===== config.mk =====
export PLATFORM = sky130hd
export DESIGN_NAME = nvc_controller
export DESIGN_NICKNAME = d
export VERILOG_FILES = /design/src/nvc_pkg.sv /design/src/nvc_byte_array.sv /design/src/nvc_write_timer.sv /design/src/nvc_controller.sv
export SDC_FILE = /design/constraint.sdc
export NUM_CORES = 1
export LEC_CHECK = 0
export ABC_AREA = 1
export ABC_CLOCK_PERIOD_IN_PS = 7200
export BUFFER_PORTS_ARGS = -buffer_cell sky130_fd_sc_hd__buf_2
export CAP_MARGIN = 20
export CORE_MARGIN = 1.5
export CORE_UTILIZATION = 25
export DETAILED_ROUTE_END_ITERATION = 12
export PLACE_DENSITY = 0.44
export RECOVER_POWER = 25
export SETUP_SLACK_MARGIN = 0.15
export SLEW_MARGIN = 25
export SYNTH_ARGS = -nofsm -noshare
export SYNTH_HDL_FRONTEND = slang
export SYNTH_HIERARCHICAL = 1
export SYNTH_SLANG_ARGS = --single-unit

===== constraint.sdc =====
create_clock -name sys_clk -period 7.2 [get_ports sys_clk]
set_input_delay 1.44 -clock sys_clk [delete_from_list [all_inputs] [get_ports sys_clk]]
set_output_delay 1.44 -clock sys_clk [all_outputs]
set_load 0.01 [all_outputs]

===== src/nvc_pkg.sv =====
/*
 * Shared constants and types for the data nonvolatile byte access controller:
 * register offsets, control bit positions, reset values and write timing.
 * Assumes a 10 MHz system clock and a slow subsystem clock near 32 kHz.
 */
package nvc_pkg;

    // Special function register offsets (sector 0 unless noted)
    localparam logic [7:0] NVC_IND1_OFS = 8'h02;
    localparam logic [7:0] NVC_P1L_OFS = 8'h03;
    localparam logic [7:0] NVC_P1H_OFS = 8'h04;
    localparam logic [7:0] NVC_IND2_OFS = 8'h05;
    localparam logic [7:0] NVC_P2L_OFS = 8'h06;
    localparam logic [7:0] NVC_P2H_OFS = 8'h07;
    localparam logic [7:0] NVC_INDEX_OFS = 8'h2c;
    localparam logic [7:0] NVC_VALUE_OFS = 8'h2d;
    // Control register sits in sector 1 only
    localparam logic [7:0] NVC_CTRL_OFS = 8'h40;
    localparam logic [7:0] NVC_CTRL_SECTOR = 8'h01;

    // Control register bit positions
    localparam int NVC_STORE_PERMIT_BIT = 3;
    localparam int NVC_STORE_GO_BIT = 2;
    localparam int NVC_READ_PERMIT_BIT = 1;
    localparam int NVC_FETCH_GO_BIT = 0;

    localparam int NVC_SMALL_INDEX_BITS = 5;
    localparam int NVC_LARGE_INDEX_BITS = 6;
    localparam int NVC_ARRAY_DEPTH = 64;

    localparam logic [7:0] NVC_REG_RESET = 8'h00;

    // Write timing: slow clock period and write duration in ns
    localparam int NVC_SYS_PERIOD_NS = 100;
    localparam int NVC_SUB_PERIOD_NS = 31250;
    localparam int NVC_WRITE_TIME_NS = 2000000;
    localparam int NVC_SUB_DIV_CYCLES = NVC_SUB_PERIOD_NS / NVC_SYS_PERIOD_NS;
    localparam logic [8:0] NVC_SUB_DIV_LAST = 9'(NVC_SUB_DIV_CYCLES - 1);
    localparam int NVC_WRITE_TICKS = NVC_WRITE_TIME_NS / NVC_SUB_PERIOD_NS;

    typedef enum logic [3:0] {
        NVC_SEL_NONE,
        NVC_SEL_IND1,
        NVC_SEL_IND2,
        NVC_SEL_P1L,
        NVC_SEL_P1H,
        NVC_SEL_P2L,
        NVC_SEL_P2H,
        NVC_SEL_INDEX,
        NVC_SEL_VALUE,
        NVC_SEL_CTRL
    } nvc_sel_type;

    typedef enum logic [1:0] {
        NVC_ST_IDLE,
        NVC_ST_READ,
        NVC_ST_LOAD,
        NVC_ST_WRITE
    } nvc_state_type;

endpackage : nvc_pkg


===== src/nvc_byte_array.sv =====
/*
 * Byte array of the nonvolatile data memory, 64 bytes deep.
 * Assumes the controller issues at most one access per cycle; read data
 * appear registered one cycle after rd_en.
 */
`timescale 1ns/1ps
module nvc_byte_array
    import nvc_pkg::*;
(
    input wire logic sys_clk,
    input wire logic rstn,
    input wire logic wr_en,
    input wire logic [5:0] wr_index,
    input wire logic [7:0] wr_value,
    input wire logic rd_en,
    input wire logic [5:0] rd_index,
    output logic [7:0] rd_value_q
);
    typedef struct packed {
        logic [NVC_ARRAY_DEPTH-1:0][7:0] cells;
        logic [7:0] rd_value;
    } nvc_array_type;

    nvc_array_type s_q;
    nvc_array_type s_d;

    always_comb begin
        s_d = s_q;
        if (wr_en) begin
            s_d.cells[wr_index] = wr_value;
        end
        if (rd_en) begin
            s_d.rd_value = s_q.cells[rd_index];
        end
    end

    // Contents survive reset, as a nonvolatile store must
    always_ff @(posedge sys_clk) begin
        s_q <= s_d;
        if (!rstn) begin
            s_q.rd_value <= NVC_REG_RESET;
        end
    end

    assign rd_value_q = s_q.rd_value;

endmodule : nvc_byte_array


===== src/nvc_write_timer.sv =====
/*
 * Write cycle timer. A free-running prescaler stands in for the slow
 * subsystem clock, so a write ends a non-cycle-exact time after start.
 * Assumes start is a single-cycle pulse given only while not busy.
 */
`timescale 1ns/1ps
module nvc_write_timer
    import nvc_pkg::*;
#(
    parameter int unsigned WRITE_TICKS = NVC_WRITE_TICKS
)
(
    input wire logic sys_clk,
    input wire logic rstn,
    input wire logic start,
    output logic done_q
);
    typedef struct packed {
        logic [8:0] prescale;
        logic [9:0] ticks;
        logic busy;
        logic done;
    } nvc_timer_type;

    nvc_timer_type s_q;
    nvc_timer_type s_d;
    logic tick;

    always_comb begin
        s_d = s_q;
        s_d.done = 1'b0;
        tick = (s_q.prescale == NVC_SUB_DIV_LAST);
        // Prescaler never stops: start phase against it is arbitrary
        s_d.prescale = tick ? 9'h000 : s_q.prescale + 9'h001;
        if (start) begin
            s_d.busy = 1'b1;
            s_d.ticks = 10'h000;
        end else if (s_q.busy && tick) begin
            if (s_q.ticks == 10'(WRITE_TICKS - 1)) begin
                s_d.busy = 1'b0;
                s_d.done = 1'b1;
            end else begin
                s_d.ticks = s_q.ticks + 10'h001;
            end
        end
    end

    always_ff @(posedge sys_clk) begin
        if (!rstn) begin
            s_q <= '0;
        end else begin
            s_q <= s_d;
        end
    end

    assign done_q = s_q.done;

endmodule : nvc_write_timer


===== src/nvc_controller.sv =====
/*
 * Data nonvolatile byte access controller: index, value and control
 * registers, two memory pointer pairs with indirect ports, read and write
 * sequencing, completion flags. Assumes the processor issues at most one
 * register read or write per cycle on the same clock.
 */
`timescale 1ns/1ps
module nvc_controller
    import nvc_pkg::*;
#(
    parameter bit LARGE_VARIANT = 1'b1,
    parameter int unsigned WRITE_TICKS = NVC_WRITE_TICKS
)
(
    input wire logic sys_clk,
    input wire logic rstn,
    input wire logic cpu_wr_en,
    input wire logic cpu_rd_en,
    input wire logic [7:0] cpu_addr,
    input wire logic [7:0] cpu_wdata,
    output logic [7:0] cpu_rdata_q,
    input wire logic done_flag_clr,
    input wire logic shared_irq_service,
    output logic nv_done_flag_q,
    output logic shared_irq_flag_q
);
    typedef struct packed {
        nvc_state_type state;
        logic [7:0] index;
        logic [7:0] value;
        logic [7:0] p1l;
        logic [7:0] p1h;
        logic [7:0] p2l;
        logic [7:0] p2h;
        logic store_permit;
        logic store_go;
        logic read_permit;
        logic fetch_go;
        logic [5:0] wr_index;
        logic [7:0] wr_value;
        logic done_flag;
        logic shared_flag;
        logic [7:0] rdata;
    } nvc_regs_type;

    nvc_regs_type s_q;
    nvc_regs_type s_d;
    nvc_sel_type sel;
    logic mem_we;
    logic mem_re;
    logic [7:0] mem_rdata;
    logic timer_start;
    logic timer_done;

    // Map a sector and offset onto a register; control exists only in sector 1
    function automatic nvc_sel_type nvc_decode(input logic [7:0] sector, input logic [7:0] ofs);
        nvc_sel_type r;
        r = NVC_SEL_NONE;
        if (sector == NVC_CTRL_SECTOR) begin
            if (ofs == NVC_CTRL_OFS) begin
                r = NVC_SEL_CTRL;
            end
        end else if (sector == 8'h00) begin
            unique case (ofs)
                NVC_IND1_OFS: r = NVC_SEL_IND1;
                NVC_IND2_OFS: r = NVC_SEL_IND2;
                NVC_P1L_OFS: r = NVC_SEL_P1L;
                NVC_P1H_OFS: r = NVC_SEL_P1H;
                NVC_P2L_OFS: r = NVC_SEL_P2L;
                NVC_P2H_OFS: r = NVC_SEL_P2H;
                NVC_INDEX_OFS: r = NVC_SEL_INDEX;
                NVC_VALUE_OFS: r = NVC_SEL_VALUE;
                default: r = NVC_SEL_NONE;
            endcase
        end
        return r;
    endfunction : nvc_decode

    function automatic logic [7:0] nvc_index_mask(input logic [7:0] v);
        logic [7:0] m;
        m = LARGE_VARIANT ? 8'h3f : 8'h1f;
        return v & m;
    endfunction : nvc_index_mask

    always_comb begin
        nvc_sel_type direct_sel;
        logic [7:0] w;
        direct_sel = nvc_decode(8'h00, cpu_addr);
        w = cpu_wdata;
        // Control is unreachable directly; only an indirect port can land on it
        if (direct_sel == NVC_SEL_IND1) begin
            sel = nvc_decode(s_q.p1h, s_q.p1l);
        end else if (direct_sel == NVC_SEL_IND2) begin
            sel = nvc_decode(s_q.p2h, s_q.p2l);
        end else begin
            sel = direct_sel;
        end
        // Indirect through an indirect port leads nowhere
        if ((direct_sel == NVC_SEL_IND1 || direct_sel == NVC_SEL_IND2)
            && (sel == NVC_SEL_IND1 || sel == NVC_SEL_IND2)) begin
            sel = NVC_SEL_NONE;
        end

        s_d = s_q;
        mem_we = 1'b0;
        mem_re = 1'b0;
        timer_start = 1'b0;

        if (cpu_wr_en) begin
            unique case (sel)
                NVC_SEL_P1L: s_d.p1l = w;
                NVC_SEL_P1H: s_d.p1h = w;
                NVC_SEL_P2L: s_d.p2l = w;
                NVC_SEL_P2H: s_d.p2h = w;
                NVC_SEL_INDEX: s_d.index = nvc_index_mask(w);
                NVC_SEL_VALUE: s_d.value = w;
                NVC_SEL_CTRL: begin
                    s_d.store_permit = w[NVC_STORE_PERMIT_BIT];
                    s_d.read_permit = w[NVC_READ_PERMIT_BIT];
                    // A go bit counts only if its permit was set beforehand,
                    // so setting permit and go in one write starts nothing
                    if (s_q.state == NVC_ST_IDLE) begin
                        if (w[NVC_STORE_GO_BIT] && s_q.store_permit) begin
                            s_d.store_go = 1'b1;
                            s_d.wr_index = s_q.index[5:0];
                            s_d.wr_value = s_q.value;
                            s_d.state = NVC_ST_WRITE;
                            timer_start = 1'b1;
                        end else if (w[NVC_FETCH_GO_BIT] && s_q.read_permit) begin
                            s_d.fetch_go = 1'b1;
                            s_d.state = NVC_ST_READ;
                        end
                    end
                end
                default: begin
                end
            endcase
        end

        // Clear first so a same-cycle completion still leaves the flag set
        if (done_flag_clr) begin
            s_d.done_flag = 1'b0;
        end
        if (shared_irq_service) begin
            s_d.shared_flag = 1'b0;
        end

        unique case (s_q.state)
            NVC_ST_IDLE: begin
            end
            NVC_ST_READ: begin
                mem_re = 1'b1;
                s_d.state = NVC_ST_LOAD;
            end
            NVC_ST_LOAD: begin
                // Hardware load wins over a software write to the value register
                s_d.value = mem_rdata;
                s_d.fetch_go = 1'b0;
                s_d.state = NVC_ST_IDLE;
            end
            NVC_ST_WRITE: begin
                if (timer_done) begin
                    mem_we = 1'b1;
                    s_d.store_go = 1'b0;
                    s_d.done_flag = 1'b1;
                    s_d.shared_flag = 1'b1;
                    s_d.state = NVC_ST_IDLE;
                end
            end
        endcase

        if (cpu_rd_en) begin
            unique case (sel)
                NVC_SEL_P1L: s_d.rdata = s_q.p1l;
                NVC_SEL_P1H: s_d.rdata = s_q.p1h;
                NVC_SEL_P2L: s_d.rdata = s_q.p2l;
                NVC_SEL_P2H: s_d.rdata = s_q.p2h;
                NVC_SEL_INDEX: s_d.rdata = nvc_index_mask(s_q.index);
                NVC_SEL_VALUE: s_d.rdata = s_q.value;
                NVC_SEL_CTRL: s_d.rdata = {4'h0, s_q.store_permit, s_q.store_go,
                                           s_q.read_permit, s_q.fetch_go};
                default: s_d.rdata = 8'h00;
            endcase
        end
    end

    always_ff @(posedge sys_clk) begin
        if (!rstn) begin
            // Store permit low and pointers in sector 0 keep writes locked out
            s_q <= '0;
        end else begin
            s_q <= s_d;
        end
    end

    nvc_byte_array u_array (
        .sys_clk(sys_clk),
        .rstn(rstn),
        .wr_en(mem_we),
        .wr_index(s_q.wr_index),
        .wr_value(s_q.wr_value),
        .rd_en(mem_re),
        .rd_index(s_q.index[5:0]),
        .rd_value_q(mem_rdata)
    );

    nvc_write_timer #(
        .WRITE_TICKS(WRITE_TICKS)
    ) u_timer (
        .sys_clk(sys_clk),
        .rstn(rstn),
        .start(timer_start),
        .done_q(timer_done)
    );

    assign cpu_rdata_q = s_q.rdata;
    assign nv_done_flag_q = s_q.done_flag;
    assign shared_irq_flag_q = s_q.shared_flag;
endmodule : nvc_controller


==> flow_summary.json <==
{
  "min_path_cells": 1,
  "initial_utilization_pct": 25.24,
  "seq_area_um2": 17490,
  "powerDensity_nw_per_um2": 245.4,
  "synth_nets": 2618,
  "max_cap_viol_count": 4,
  "fin_crit_sh_pct": 52.08,
  "setup_viol": 0,
  "ys_warn_count": 6,
  "first_iter_violations": 1502,
  "syn_area_per_cell_um2": 10.26,
  "grt_setup_unrepaired": "no",
  "final_cell_mix": "nand2_1 (727), nand3_1 (540), edfxtp_1 (512)",
  "worstMarginPinSlew_ns": 3.351,
  "hp-class": "flip-flop to flip-flop",
  "place_ws_ns": 2.835,
  "cts_max_path_buffers": 3,
  "tns_ns": 0,
  "postRouteAntennaNets": 0,
  "root_buffer": "clkbuf_16",
  "leakagePower_nw": 10.25,
  "start_kind": "input port",
  "drc": 0,
  "rrSetupSlack_ns": 3.81,
  "final_area_um2": 30040,
  "core_area_um2": 105400,
  "grt_pass1_vias": 17630,
  "worstPathArrival_ns": 4.27,
  "num_vias": 18240,
  "slew_viol_final": 264,
  "outcome": "finished, violations left",
  "critical_path_class": "input port to flip-flop",
  "slew-limit-headroom_pct": -123.4,
  "die_w_um": 329.2,
  "grt_max_degree": 146,
  "holdBufCountCts": 0,
  "num_io_pins": 32,
  "cts_resized": 0,
  "placed_cell_area_um2": 27800,
  "hpwl_um": 41810,
  "multiInputGateArea_um2": 7814,
  "numCtsBuffers": 73,
  "layout.cells.most_common": "nand2_1",
  "htreeDepth": 3,
  "synth_edf_count": 512,
  "vias_per_cell": 4.549,
  "endpoint_kind": "flip-flop",
  "grt_pass1_wl_um": 113000,
  "die_y_um": 329.2,
  "hold_violations": 0,
  "yosys_most_used_dff": "edfxtp_1",
  "nets": 2585,
  "port_buffers": 31,
  "reg2reg_to": "u_array/s_q[31]",
  "r2r-start": "s_q[17]",
  "ys_seq_area_share_pct": 65.68,
  "skew_ns": 0.02104,
  "synthArstFlopShare_pct": 0,
  "violations": "capacitance limit, slew limit",
  "fillers": 11030,
  "worst-path-max-fanout": 31,
  "peakVddDrop_v": 0.0001508,
  "hp-start": "u_timer/s_q[12]",
  "max_freq_ghz": 0.2667,
  "antenna_found_initial": 0,
  "ys_types": 46,
  "cts_tree": "done",
  "drive_gt1_share_pct": 8.063,
  "min_to": "u_timer/s_q[12]",
  "overflow": 0,
  "routedWlPerCell_um": 18.71,
  "r2r_cells": 1,
  "worstPathRequired_ns": 7.72,
  "fin_ws_ns": 3.450,
  "utilization_pct": 28.50,
  "grt_use_total_pct": 13.80,
  "rows": 119,
  "drt_wl_total_um": 75020,
  "clk_pin_slew_worst_paths_ns": 0.06,
  "clock-sinks": 617,
  "syn2layout_area_growth_pct": 12.89,
  "syn-cell-area_um2": 26610,
  "fin_crit_ns": 3.750,
  "ys_ff_latch": 617,
  "die_area_um2": 108400,
  "gp_congestion": 0.7940,
  "postCtsSetupBuffers": 0,
  "firstDrtPassIters": 6,
  "netlist_instances": 2594,
  "clock_latency_ns": 0.62
}
==> where the power goes <==
part           internal (mW)  switching (mW)  leakage [nW]  total (mW)
logic                 0.0118          0.0381          4.77      0.0499
registers               3.81         0.00158          4.37        3.81
clock network           2.05            1.46          1.10        3.51
total                   5.87            1.50          10.2        7.37
==> Yosys cell counts (2+ instances only) <==
cell type	instances	area share, %
a31oi_1	8	0.19
nand2_2	9	0.21
nor4_4	2	0.16
clkbuf_1	22	0.31
nor2_2	11	0.26
nand4_1	41	0.96
nand3_1	540	10
a211oi_1	17	0.48
buf_2	72	1.4
a21oi_1	46	0.87
nand3b_1	2	0.056
nor3_1	9	0.17
ha_1	2	0.094
xor2_1	4	0.13
nand2_4	2	0.085
o21ai_1	8	0.15
a211oi_2	2	0.094
nand3_2	7	0.26
clkinv_1	2	0.028
inv_1	95	1.3
inv_2	10	0.14
nor2_1	208	2.9
o211ai_1	2	0.056
buf_1	8	0.11
nor2_4	5	0.21
nand4_2	2	0.094
dfxtp_1	105	7.9
nand2_1	727	10
buf_4	48	1.4
nand3_4	2	0.13
buf_6	7	0.30
edfxtp_1	512	58
nor2_8	2	0.15
o21ai_0	43	0.81
==> area by class of cell <==
cell class	count	area share, %
tap	1391	5.794
clock inverter	31	0.8705
multi-input combinational	1712	26.01
clock buffer	100	6.627
timing repair buffer	49	1.079
sequential	617	58.22
inverter	108	1.387
antenna	1	0.008331
==> per-stage QoR <==
stage / total power, mW / hold slack, ns / instances
4_1_cts: 7.464 / 0.4533 / 4008
3_3_place_gp: 3.937 / 0.4345 / 3877
2_1_floorplan: 3.915 / 0.4175 / 2594
6_report: 7.372 / 0.4477 / 4009
5_1_grt: 7.609 / 0.4903 / 4008
3_5_place_dp: 3.936 / 0.4401 / 3877
==> state kept, by name, summed over array words and instances, names as in the netlist <==
register / cells
nv_done_flag_q: 1
u_timer/s_q: 20
u_array/s_q: 512
u_array/rd_value_q: 8
u_timer/done_q: 1
cpu_rdata_q: 8
shared_irq_flag_q: 1
s_q: 66
==> metal layers <==
layer	vias to the layer above	global-route usage [%]	share of wire, %
met1	8875	19.48	48
met3	95	2.035	4.1
li1	8922	-	-
met5	-	0	0
met4	0	3.331	1.9
met2	346	22.19	46
==> worst max path at each step <==
stage / from / end / slack, ns / cells after the start
CTS: cpu_addr[7] / s_q[58] / 3.48 / 12
finish: cpu_addr[4] / s_q[58] / 3.45 / 12
detailed placement: cpu_addr[7] / s_q[58] / 2.84 / 12
floorplan: cpu_addr[7] / u_timer/done_q / 3.87 / 13
global route: cpu_addr[7] / s_q[57] / 3.12 / 12
global placement: cpu_addr[7] / s_q[58] / 2.89 / 12
==> worst max-delay path, cell delays in order <==
cell,delay [ns]
buf_2,0.10
nor2_1,0.16
nand2_2,0.13
a211oi_1,0.17
a21boi_0,0.15
nand2_2,0.12
nand2_2,0.38
nor2_1,0.78
nand3_2,0.38
inv_1,0.22
nor2_1,0.06
a211oi_1,0.17
==> kinds of logic (layout without fill, tap and decap cells) <==
logic type                 after synthesis  count (layout)  synth area share [%]
other                                    0               1                     0
DFF                                    617             617                 65.68
and+or+nand+nor                       1574            1574                 26.28
xor gates and xnor gates                 5               5                0.1646
AOI/OAI and AO/OA                      131             131                 2.821
buffers and inverters                  265             288                 4.961
adders and majority gates                2               2               0.09403
(Power assumes the default switching activity.)
